--- config.mk ---
export PLATFORM = sky130hd
export DESIGN_NAME = psg_symbol_gen
export DESIGN_NICKNAME = d
export VERILOG_FILES = /design/src/hw/psg_serializer.v /design/src/hw/psg_symbol_gen.v
export VERILOG_INCLUDE_DIRS = /design/src /design/src/hw
export SDC_FILE = /design/constraint.sdc
export NUM_CORES = 1
export LEC_CHECK = 0
export BUFFER_PORTS_ARGS = -buffer_cell sky130_fd_sc_hd__buf_2
export CAP_MARGIN = 20
export CORE_MARGIN = 2
export CORE_UTILIZATION = 45
export DETAILED_ROUTE_END_ITERATION = 6
export HOLD_SLACK_MARGIN = 0.12
export SYNTH_ARGS = -nofsm -noshare
export SYNTH_HDL_FRONTEND = slang
export SYNTH_SLANG_ARGS = --single-unit
--- constraint.sdc ---
create_clock -name core_clk -period 7.1 [get_ports core_clk]
set_input_delay 1.42 -clock core_clk [delete_from_list [all_inputs] [get_ports core_clk]]
set_output_delay 1.42 -clock core_clk [all_outputs]
set_load 0.02 [all_outputs]
--- src/hw/psg_map.vh ---
`ifndef PSG_MAP_VH
`define PSG_MAP_VH

// ---------------------------------------------------------------
// Register word addresses (compared against avs_address[5:2])
// ---------------------------------------------------------------
`define PSG_ADDR_LONG_A       4'h0
`define PSG_ADDR_LONG_B       4'h1
`define PSG_ADDR_SHORT_A      4'h2
`define PSG_ADDR_SHORT_B      4'h3
`define PSG_ADDR_LONG_LEN     4'h4
`define PSG_ADDR_SHORT_LEN    4'h5
`define PSG_ADDR_FRAME_CTRL   4'h6
`define PSG_ADDR_CFG_LONG     4'h7
`define PSG_ADDR_CFG_SHORT    4'h8
`define PSG_ADDR_CONTROL      4'h9
`define PSG_ADDR_STATUS       4'ha

// ---------------------------------------------------------------
// Field positions
// ---------------------------------------------------------------
// long_symbol_pair_length: [3:0] pattern length, [11:4] burst length a,
// [19:12] burst length b, [20] burst level a, [21] burst level b,
// [22] burst enable a, [23] burst enable b.
`define PSG_LEN_PAT_LSB       0
`define PSG_LEN_BURST_A_LSB   4
`define PSG_LEN_BURST_B_LSB   12
`define PSG_LEN_LEVEL_A_BIT   20
`define PSG_LEN_LEVEL_B_BIT   21
`define PSG_LEN_BEN_A_BIT     22
`define PSG_LEN_BEN_B_BIT     23
// transmit_frame_control: [1:0] leading select, [3:2] trailing select.
// Leading: 0 none, 1 long a, 2 long b, 3 short a.
// Trailing: 0 none, 1 long b, 2 short a, 3 short b.
`define PSG_FC_LEAD_LSB       0
`define PSG_FC_TRAIL_LSB      2
// Configuration set: [15:0] bit-clock divider minus one, [31:16] passed out.
`define PSG_CFG_DIV_LSB       0
`define PSG_CFG_EXTRA_LSB     16
// Control: bit 0 start, bit 1 packet done (both write-one pulses).
`define PSG_CTRL_START_BIT    0
`define PSG_CTRL_DONE_BIT     1

// ---------------------------------------------------------------
// Reset values
// ---------------------------------------------------------------
`define PSG_RST_WORD          32'h0000_0000
`define PSG_RST_DIV           16'h0003

`endif

--- src/hw/psg_serializer.v ---
`timescale 1ns/1ps

// ---------------------------------------------------------------
// Shifts one symbol out MSB-first from bit position len, then burst.
// Busy falls with the last bit, so every tick taken while busy emits one bit.
// ---------------------------------------------------------------
module psg_serializer #(
	parameter PAT_W = 16,
	parameter LEN_W = 4,
	parameter BURST_W = 8
) (
	input  wire               core_clk,
	input  wire               arst_n,
	input  wire               load,
	input  wire [PAT_W-1:0]   pattern,
	input  wire [LEN_W-1:0]   len,
	input  wire               burst_en,
	input  wire [BURST_W-1:0] burst_len,
	input  wire               burst_level,
	input  wire               bit_tick,
	output reg                bit_out_q,
	output reg                busy_q
);
	reg [PAT_W-1:0]   pat_q;
	reg [LEN_W-1:0]   idx_q;
	reg               in_burst_q;
	reg [BURST_W:0]   burst_cnt_q;
	reg               lvl_q;

	always @(posedge core_clk or negedge arst_n)
	begin
		if (!arst_n)
		begin
			pat_q       <= {PAT_W{1'b0}};
			idx_q       <= {LEN_W{1'b0}};
			in_burst_q  <= 1'b0;
			burst_cnt_q <= {(BURST_W+1){1'b0}};
			lvl_q       <= 1'b0;
			bit_out_q   <= 1'b0;
			busy_q      <= 1'b0;
		end
		else if (load)
		begin
			pat_q       <= pattern;
			idx_q       <= len;
			in_burst_q  <= 1'b0;
			burst_cnt_q <= burst_en ? ({1'b0, burst_len} + {{BURST_W{1'b0}}, 1'b1})
			                        : {(BURST_W+1){1'b0}};
			lvl_q       <= burst_level;
			busy_q      <= 1'b1;
		end
		else if (busy_q && bit_tick)
		begin
			if (!in_burst_q)
			begin
				bit_out_q <= pat_q[idx_q];
				if (idx_q != {LEN_W{1'b0}})
					idx_q <= idx_q - {{(LEN_W-1){1'b0}}, 1'b1};
				else if (burst_cnt_q != {(BURST_W+1){1'b0}})
					in_burst_q <= 1'b1;
				else
					busy_q <= 1'b0;
			end
			else
			begin
				bit_out_q   <= lvl_q;
				burst_cnt_q <= burst_cnt_q - {{BURST_W{1'b0}}, 1'b1};
				if (burst_cnt_q == {{BURST_W{1'b0}}, 1'b1})
					busy_q <= 1'b0;
			end
		end
	end
endmodule // psg_serializer

--- src/hw/psg_symbol_gen.v ---
`timescale 1ns/1ps
`include "psg_map.vh"

// Contract
// - Four programmable symbols exist and the two long ones hold patterns of up to sixteen bits.
// - Each long symbol may append a burst of up to 256 bits at a constant zero or one.
// - The two short symbols hold at most eight pattern bits and have no burst.
// - Each pattern is written by software and its least significant bit goes out last.
// - One length register serves the long pair and another serves the short pair.
// - Pattern bits above the programmed length are never sent.
// - Only long a, long b or short a may lead a packet, and only long b, short a or short b may trail it.
// - Long a and b share one configuration set and short a and b share another.
module psg_symbol_gen #(
	parameter LONG_W = 16,
	parameter SHORT_W = 8,
	parameter BURST_W = 8
) (
	input  wire        core_clk,
	input  wire        arst_n,
	input  wire [5:0]  avs_address,
	input  wire        avs_read,
	input  wire        avs_write,
	input  wire [31:0] avs_writedata,
	input  wire [3:0]  avs_byteenable,
	output reg  [31:0] avs_readdata,
	output reg         avs_waitrequest,
	output reg         sym_bit_q,
	output reg         sym_valid_q,
	output reg         data_go_q,
	output reg         frame_done_q,
	output reg  [15:0] sym_cfg_q
);
	localparam S_IDLE  = 3'd0;
	localparam S_LEAD  = 3'd1;
	localparam S_DATA  = 3'd2;
	localparam S_TRAIL = 3'd3;
	localparam S_END   = 3'd4;

	reg [31:0] long_a_q, long_b_q, short_a_q, short_b_q;
	reg [31:0] long_len_q, short_len_q, frame_ctrl_q, cfg_long_q, cfg_short_q;
	reg [2:0]  state_q;
	reg        ack_q;
	reg        start_q, done_q;
	reg [15:0] div_cnt_q;
	reg        tick_q;
	reg        load_q;
	reg        emit_q;
	reg        use_long_q;
	reg [LONG_W-1:0] pat_q;
	reg [3:0]  len_q;
	reg        ben_q, blvl_q;
	reg [BURST_W-1:0] blen_q;
	wire       ser_bit, ser_busy;
	wire [3:0] a_idx = avs_address[5:2];
	wire       req   = (avs_read | avs_write) & ~ack_q;

	// ---------------------------------------------------------------
	// Avalon slave: one wait state, writes land on the ack edge.
	// ---------------------------------------------------------------
	function [31:0] bmerge;
		input [31:0] old;
		input [31:0] nw;
		input [3:0]  be;
		integer i;
		begin
			for (i = 0; i < 4; i = i + 1)
				bmerge[i*8 +: 8] = be[i] ? nw[i*8 +: 8] : old[i*8 +: 8];
		end
	endfunction

	always @(posedge core_clk or negedge arst_n)
	begin
		if (!arst_n)
		begin
			ack_q <= 1'b0;
			avs_waitrequest <= 1'b1;
			avs_readdata <= `PSG_RST_WORD;
			long_a_q <= `PSG_RST_WORD;
			long_b_q <= `PSG_RST_WORD;
			short_a_q <= `PSG_RST_WORD;
			short_b_q <= `PSG_RST_WORD;
			long_len_q <= `PSG_RST_WORD;
			short_len_q <= `PSG_RST_WORD;
			frame_ctrl_q <= `PSG_RST_WORD;
			cfg_long_q <= {16'h0000, `PSG_RST_DIV};
			cfg_short_q <= {16'h0000, `PSG_RST_DIV};
			start_q <= 1'b0;
			done_q <= 1'b0;
		end
		else
		begin
			ack_q <= req;
			avs_waitrequest <= ~req;
			start_q <= 1'b0;
			done_q <= 1'b0;
			if (ack_q && avs_write)
			begin
				case (a_idx)
				`PSG_ADDR_LONG_A: long_a_q <= bmerge(long_a_q, avs_writedata, avs_byteenable) & 32'h0000_ffff;
				`PSG_ADDR_LONG_B: long_b_q <= bmerge(long_b_q, avs_writedata, avs_byteenable) & 32'h0000_ffff;
				`PSG_ADDR_SHORT_A: short_a_q <= bmerge(short_a_q, avs_writedata, avs_byteenable) & 32'h0000_00ff;
				`PSG_ADDR_SHORT_B: short_b_q <= bmerge(short_b_q, avs_writedata, avs_byteenable) & 32'h0000_00ff;
				`PSG_ADDR_LONG_LEN: long_len_q <= bmerge(long_len_q, avs_writedata, avs_byteenable) & 32'h00ff_ffff;
				`PSG_ADDR_SHORT_LEN: short_len_q <= bmerge(short_len_q, avs_writedata, avs_byteenable) & 32'h0000_0007;
				`PSG_ADDR_FRAME_CTRL: frame_ctrl_q <= bmerge(frame_ctrl_q, avs_writedata, avs_byteenable) & 32'h0000_000f;
				`PSG_ADDR_CFG_LONG: cfg_long_q <= bmerge(cfg_long_q, avs_writedata, avs_byteenable);
				`PSG_ADDR_CFG_SHORT: cfg_short_q <= bmerge(cfg_short_q, avs_writedata, avs_byteenable);
				`PSG_ADDR_CONTROL:
				begin
					start_q <= avs_writedata[`PSG_CTRL_START_BIT] & avs_byteenable[0];
					done_q  <= avs_writedata[`PSG_CTRL_DONE_BIT] & avs_byteenable[0];
				end
				default: ;
				endcase
			end
			if (req && avs_read)
			begin
				case (a_idx)
				`PSG_ADDR_LONG_A: avs_readdata <= long_a_q;
				`PSG_ADDR_LONG_B: avs_readdata <= long_b_q;
				`PSG_ADDR_SHORT_A: avs_readdata <= short_a_q;
				`PSG_ADDR_SHORT_B: avs_readdata <= short_b_q;
				`PSG_ADDR_LONG_LEN: avs_readdata <= long_len_q;
				`PSG_ADDR_SHORT_LEN: avs_readdata <= short_len_q;
				`PSG_ADDR_FRAME_CTRL: avs_readdata <= frame_ctrl_q;
				`PSG_ADDR_CFG_LONG: avs_readdata <= cfg_long_q;
				`PSG_ADDR_CFG_SHORT: avs_readdata <= cfg_short_q;
				`PSG_ADDR_STATUS: avs_readdata <= {27'h0, ser_busy, state_q, 1'b0} >> 1;
				default: avs_readdata <= 32'h0000_0000;
				endcase
			end
		end
	end

	// ---------------------------------------------------------------
	// Bit clock from the active configuration set.
	// ---------------------------------------------------------------
	always @(posedge core_clk or negedge arst_n)
	begin
		if (!arst_n)
		begin
			div_cnt_q <= 16'h0000;
			tick_q <= 1'b0;
		end
		else if (div_cnt_q >= (use_long_q ? cfg_long_q[15:0] : cfg_short_q[15:0]))
		begin
			div_cnt_q <= 16'h0000;
			tick_q <= 1'b1;
		end
		else
		begin
			div_cnt_q <= div_cnt_q + 16'h0001;
			tick_q <= 1'b0;
		end
	end

	// ---------------------------------------------------------------
	// Frame sequencer.
	// ---------------------------------------------------------------
	task pick;
		input [1:0] sel;
		input       trail;
		begin
			case (trail ? sel + 2'd1 : sel)
			2'd1: begin use_long_q <= 1'b1; pat_q <= long_a_q[15:0]; len_q <= long_len_q[3:0];
				ben_q <= long_len_q[`PSG_LEN_BEN_A_BIT]; blvl_q <= long_len_q[`PSG_LEN_LEVEL_A_BIT];
				blen_q <= long_len_q[11:4]; end
			2'd2: begin use_long_q <= 1'b1; pat_q <= long_b_q[15:0]; len_q <= long_len_q[3:0];
				ben_q <= long_len_q[`PSG_LEN_BEN_B_BIT]; blvl_q <= long_len_q[`PSG_LEN_LEVEL_B_BIT];
				blen_q <= long_len_q[19:12]; end
			2'd3: begin use_long_q <= 1'b0; pat_q <= {8'h00, short_a_q[7:0]};
				len_q <= {1'b0, short_len_q[2:0]}; ben_q <= 1'b0; blvl_q <= 1'b0; blen_q <= 8'h00; end
			default: begin use_long_q <= 1'b0; pat_q <= {8'h00, short_b_q[7:0]};
				len_q <= {1'b0, short_len_q[2:0]}; ben_q <= 1'b0; blvl_q <= 1'b0; blen_q <= 8'h00; end
			endcase
		end
	endtask

	always @(posedge core_clk or negedge arst_n)
	begin
		if (!arst_n)
		begin
			state_q <= S_IDLE;
			load_q <= 1'b0;
			emit_q <= 1'b0;
			use_long_q <= 1'b1;
			pat_q <= 16'h0000;
			len_q <= 4'h0;
			ben_q <= 1'b0;
			blvl_q <= 1'b0;
			blen_q <= 8'h00;
			data_go_q <= 1'b0;
			frame_done_q <= 1'b0;
			sym_valid_q <= 1'b0;
			sym_bit_q <= 1'b0;
			sym_cfg_q <= 16'h0000;
		end
		else
		begin
			load_q <= 1'b0;
			frame_done_q <= 1'b0;
			// The serializer updates its bit on the tick edge, so the strobe
			// trails by one cycle to pair each strobe with the fresh bit.
			emit_q <= ser_busy & tick_q;
			sym_bit_q <= ser_bit;
			sym_valid_q <= emit_q;
			sym_cfg_q <= use_long_q ? cfg_long_q[31:16] : cfg_short_q[31:16];
			case (state_q)
			S_IDLE:
				if (start_q)
				begin
					if (frame_ctrl_q[1:0] != 2'd0)
					begin
						pick(frame_ctrl_q[1:0], 1'b0);
						load_q <= 1'b1;
						state_q <= S_LEAD;
					end
					else
					begin
						data_go_q <= 1'b1;
						state_q <= S_DATA;
					end
				end
			S_LEAD:
				if (!load_q && !ser_busy && !emit_q)
				begin
					data_go_q <= 1'b1;
					state_q <= S_DATA;
				end
			S_DATA:
				if (done_q)
				begin
					data_go_q <= 1'b0;
					if (frame_ctrl_q[3:2] != 2'd0)
					begin
						pick(frame_ctrl_q[3:2], 1'b1);
						load_q <= 1'b1;
						state_q <= S_TRAIL;
					end
					else
						state_q <= S_END;
				end
			S_TRAIL:
				if (!load_q && !ser_busy && !emit_q)
					state_q <= S_END;
			S_END:
			begin
				frame_done_q <= 1'b1;
				state_q <= S_IDLE;
			end
			default: state_q <= S_IDLE;
			endcase
		end
	end

	psg_serializer #(
		.PAT_W   (LONG_W),
		.LEN_W   (4),
		.BURST_W (BURST_W)
	) u_ser (
		.core_clk    (core_clk),
		.arst_n      (arst_n),
		.load        (load_q),
		.pattern     (pat_q),
		.len         (len_q),
		.burst_en    (ben_q),
		.burst_len   (blen_q),
		.burst_level (blvl_q),
		.bit_tick    (tick_q),
		.bit_out_q   (ser_bit),
		.busy_q      (ser_busy)
	);
endmodule // psg_symbol_gen

# Yosys cells after proc, flatten, opt, wreduce, memory -nomap -nowiden
# Index checks and enable logic that the tools add are counted.
[totals] reg_bits=285 elab_cells=232 out_inout_bits=53 inputBits=46
[op_classes] muxes=91 magnitude_cmp=2 addsub=5 eq_ne=32 n_reduce_logical=47 n_bitwise=8
[ops] cell="one-hot mux 32 bit (10 select lines)" n=1
[ops] cell="2-to-1 mux 16 bit" n=7
[ops] cell="one-hot mux 16 bit (3 select lines)" n=2
[ops] cell="AND reduction 3 bit" n=20
[ops] cell="one-hot mux 8 bit (2 select lines)" n=3
[ops] cell="2-to-1 mux 1 bit" n=41
[ops] cell="2-to-1 mux 4 bit" n=10
[ops] cell="2-to-1 mux 9 bit" n=4
[ops] cell="2-to-1 mux 8 bit" n=4
[ops] cell="one-hot mux 16 bit (2 select lines)" n=1
[ops] cell="adder 16 x 1 -> 16 bit, second input constant" n=1
[ops] cell="== test 4 x 3 -> 1 bit, second input constant" n=4
[ops] cell=">= comparator 16 bit" n=1
[ops] cell="!= test 2 bit, second input constant" n=8
[ops] cell="one-hot mux 1 bit (2 select lines)" n=8
[ops] cell="2-to-1 mux 3 bit" n=5
[ops] cell="== test 4 bit, second input constant" n=3
[ops] cell="one-hot mux 3 bit (4 select lines)" n=1
[ops] cell="nonzero test 2 bit" n=6
[ops] cell="AND reduction 5 bit" n=2
[ops] cell="adder 8 x 1 -> 9 bit, second input constant" n=1
[ops] cell="== test 9 x 1 -> 1 bit, second input constant" n=1
[ops] cell="nonzero test 9 bit" n=1
[ops] cell="subtractor 9 x 1 -> 9 bit, second input constant" n=1
[ops] cell="other kinds (28)" n=49

# Depth between registers and ports, before layout
[depth] word_depth=7 ltp_mapped=10 ltp_nobuf=6

# Hierarchy
# From an unflattened synthesis, not the netlist that was laid out.
[hier_totals] cells_unflattened=1116 area_unflattened_um2=13591.8
[modules_own_cells] module="psg_symbol_gen" area_per_inst_um2=11816.3 instances=1 seq_area_each_um2=6313.6 cells_each=966
[modules_own_cells] module="psg_serializer" area_per_inst_um2=1775.5 instances=1 seq_area_each_um2=825.8 cells_each=150

# Least setup slack after synthesis
# OpenSTA, ideal clock, no wires.
[synth_path] path_type="reg-to-reg" start="register use_long_q" end="register div_cnt_q[10]" required_time_ps=7014 stages_incl_launch_ff=11 path_buffers=4 synth_period_minus_slack_ps=2869 path_slack_ps=4231 setup_ps=86 arrival_time_ps=2783 path_cell_list="dfstp_2 -> clkbuf_1 -> clkbuf_1 -> mux2_2 -> ha_1 -> nor3b_1 -> o21ai_0 -> a221o_1 -> buf_2 -> buf_2 -> nor3_1"
[synth_between] elab_chain_len=3
[synth_lines] element="start: declaration" line_no="psg_symbol_gen.v:48" source="reg use_long_q;"
[synth_lines] element="start signal: assignment" line_no="psg_symbol_gen.v:186" source="use_long_q <= 1'b1;"
[synth_lines] element="2-to-1 mux 16 bit" line_no="psg_symbol_gen.v:145" source="else if (div_cnt_q >= (use_long_q ? cfg_long_q[15:0] : cfg_short_q[15:0]))"
[synth_lines] element=">= comparator 16 bit" line_no="psg_symbol_gen.v:145"
[synth_lines] element="2-to-1 mux 16 bit" line_no="psg_symbol_gen.v:145"
[synth_lines] element="end signal: assignment" line_no="psg_symbol_gen.v:152" source="div_cnt_q <= div_cnt_q + 16'h0001;"
[synth_lines] element="end: declaration" line_no="psg_symbol_gen.v:44" source="reg [15:0] div_cnt_q;"
# No other way between the ends.
# A chain may end at the register's enable or synchronous reset.

# Worst setup path after layout
[layout_path] start="register use_long_q" end="register tick_q"
[layout_between] elab_chain_len=3
[layout_lines] element="2-to-1 mux 16 bit" line_no="psg_symbol_gen.v:145"
[layout_lines] element=">= comparator 16 bit" line_no="psg_symbol_gen.v:145"
[layout_lines] element="2-to-1 mux 1 bit" line_no="psg_symbol_gen.v:145"
[layout_lines] element="end signal: assignment" line_no="psg_symbol_gen.v:143" source="tick_q <= 1'b0;"
[layout_lines] element="end signal: assignment" line_no="psg_symbol_gen.v:148" source="tick_q <= 1'b1;"
[layout_lines] element="end signal: assignment" line_no="psg_symbol_gen.v:153" source="tick_q <= 1'b0;"
[layout_lines] element="end: declaration" line_no="psg_symbol_gen.v:45" source="reg tick_q;"
# No other way between the ends.

==> impl_metrics.ini <==
[sta]
max_clock_freq_ghz = 0.292
drv_slew = 0
fin_ws_ps = 3680
worstMarginPinSlew_ps = 1100
fin_crit_ps = 3420
rsz0062_at_grt = false
clock_skew_ps = 14.8
setup_viol = 0
fin_crit_sh_pct = 48.2
max-slew-margin-rel_pct = 26.5
tns_ps = 0
hold_violations = 0

[worst_setup_path]
worstSetupPathType = flip-flop to flip-flop
r2r_setup_slack_ps = 3680
crit_arrival_ps = 3850
r2r_end = tick_q
reg2reg_depth = 6
crit_path_end_kind = flip-flop
regToRegStartpoint = use_long_q
worst_ep_required_time_ps = 7540
cp_max_fo = 33
start_kind = flip-flop

[run_status]
violations = DRC
status = finished, violations left

[worst_hold_path]
hp-class = flip-flop to flip-flop
min_to = sym_bit_q
hold_depth = 0
hold_start = u_ser.bit_out_q

[routing]
ant_nets = 0
vias = 9491
wl_per_cell_um = 21.8
drt-initial-drc-count = 654
finalWirelength_um = 35400
viasPerCell = 5.84
dr.pass1.iters = 7
drc_errors = 2

[power]
leakagePower_nw = 7.09
max-vdd-ir-drop_v = 0.000182
cellPowerDensity_mw_per_mm2 = 264

[finish]
fin_cells = 1625
antennaDiodeCount = 0
nFillCells = 2709
final_nets = 1275
drive_gt1_share_pct = 31.5
post-route-util_pct = 51.3
layout_common_cells = dfrtp_1 (279), mux2_2 (177), buf_2 (95), nand2_1 (71), o21ai_0 (48)
areaGrowthSynthToFinish_pct = 12.7
final_common_cell = dfrtp_1

[place]
place_congestion = 0.823
dp.final_hpwl_um = 23600
dp_slack_ps = 3460
portBuffers = 96
dp.cells = 1566

[yosys]
synth_top_flop_cell = dfrtp_1
syn-mean-instance-area_sq_um = 12.3
netlist_area_sq_mm = 0.0139
synth-edff-count = 0
ys_types = 76
async_reset_ff_share_pct = 100
yosys_warnings = 0
synth_nets = 1201
ys_ff_latch = 285
syn_inst = 1130
ys_seq_area_share_pct = 51.5

[clock_network]
cts_buffers = 31
cts_max_level = 1
insertion_delay_ps = 570
clkSinkCount = 285
root_buffer = clkbuf_16
cts_buffer_depth = 3
postCtsSetupBuffers = 0
clk_pin_slew_ps = 60
post_cts_resized = 0
hold_buffers = 0
cts_tree = yes

[floorplan]
die_w_um = 179
coreArea_sq_mm = 0.0304
initial_core_util_pct = 45.5
die-area_sq_mm = 0.0322
rows = 64
die_h_um = 179
io-pin-count = 99

[global_route]
grt_pass1_wl_um = 57300
grt_max_degree = 134
grt_pass1_vias = 9795
track_usage_pct = 22.2
grt-ovfl-total = 0
antenna_found_initial = 2

[job]
max_cap_violations = 0
==> metal layers <==
metal	part of all wire [%]	vias up	global-route usage [%]
met2	47	209	35.9
met4	2.1	2	5.30
met5	0.040	-	0
met3	4.4	55	2.76
met1	46	4855	32.1
li1	-	4370	-
==> worst max path at each step <==
stage                         from             to  slack, ps  cells past startpoint
global route            use_long_q         tick_q       3520                      6
floorplan               use_long_q  div_cnt_q[10]       4230                     10
global placement    avs_address[2]    long_b_q[9]       3480                      4
detailed placement  avs_address[2]   long_b_q[13]       3460                      4
CTS                     use_long_q         tick_q       3660                      6
finish                  use_long_q         tick_q       3680                      6
==> worst max-delay path, cell delays in order (launching register included) <==
cell	delay [ps]
dfstp_2	1260
mux2_2	440
ha_1	270
nor3b_1	160
o21ai_0	110
a221o_1	600
or2_2	440
==> registers in the layout, indices dropped and copies added, names as in the netlist, 3 cells and up <==
register and count:
cfg_long_q 32, state_q 3, long_b_q 16, u_ser.burst_cnt_q 9, short_a_q 8, long_len_q 24, cfg_short_q 32, sym_cfg_q 16
blen_q 8, len_q 4, pat_q 16, avs_readdata 32, short_b_q 8, short_len_q 3, frame_ctrl_q 4, long_a_q 16
div_cnt_q 16, u_ser.idx_q 4, u_ser.pat_q 16
==> cell usage after synthesis (19+ instances only) <==
library cell	count	area share [%]
dfrtp_1	279	50
mux2_2	177	14
nand2_1	71	1.9
o21ai_0	48	1.7
a22oi_1	38	2.1
a21oi_1	34	1.2
mux2i_1	33	2.4
buf_2	31	1.1
ha_1	25	2.3
nor3_1	21	0.76
clkbuf_1	20	0.54
o21ai_1	20	0.72
nand3_1	19	0.69
==> report_power, final <==
group / switching [mW] / internal [mW]
logic: 0.333 / 0.258
registers: 0.159 / 1.78
clock network: 0.662 / 0.937
total: 1.15 / 2.98
==> final cells by class <==
type / count / area [sq um] / area share [%]
Timing Repair Buffer: 107 / 586 / 3.75
Multi-Input combinational cell: 763 / 6330 / 40.5
Tap cell: 396 / 495 / 3.17
Sequential cell: 285 / 7140 / 45.7
Clock inverter: 10 / 124 / 0.793
Inverter: 16 / 60.1 / 0.384
Clock buffer: 48 / 890 / 5.69
==> stage by stage <==
step / instance area, sq um / power [mW] / hold WS, ps
3_3_place_gp: 14600 / 2.55 / 362
6_report: 15600 / 4.13 / 383
3_5_place_dp: 14600 / 2.56 / 366
4_1_cts: 15600 / 4.17 / 381
2_1_floorplan: 13900 / 2.32 / 348
5_1_grt: 15600 / 4.33 / 399
==> logic make-up after synthesis <==
group,synth area share (%)
compound gates,11.1
mux,19.5
buf+inv,2.96
flops,51.5
simple gates,11.0
xor+xnor,1.71
fa+ha+maj,2.26
Note: power is estimated with default switching activity, not from simulation.
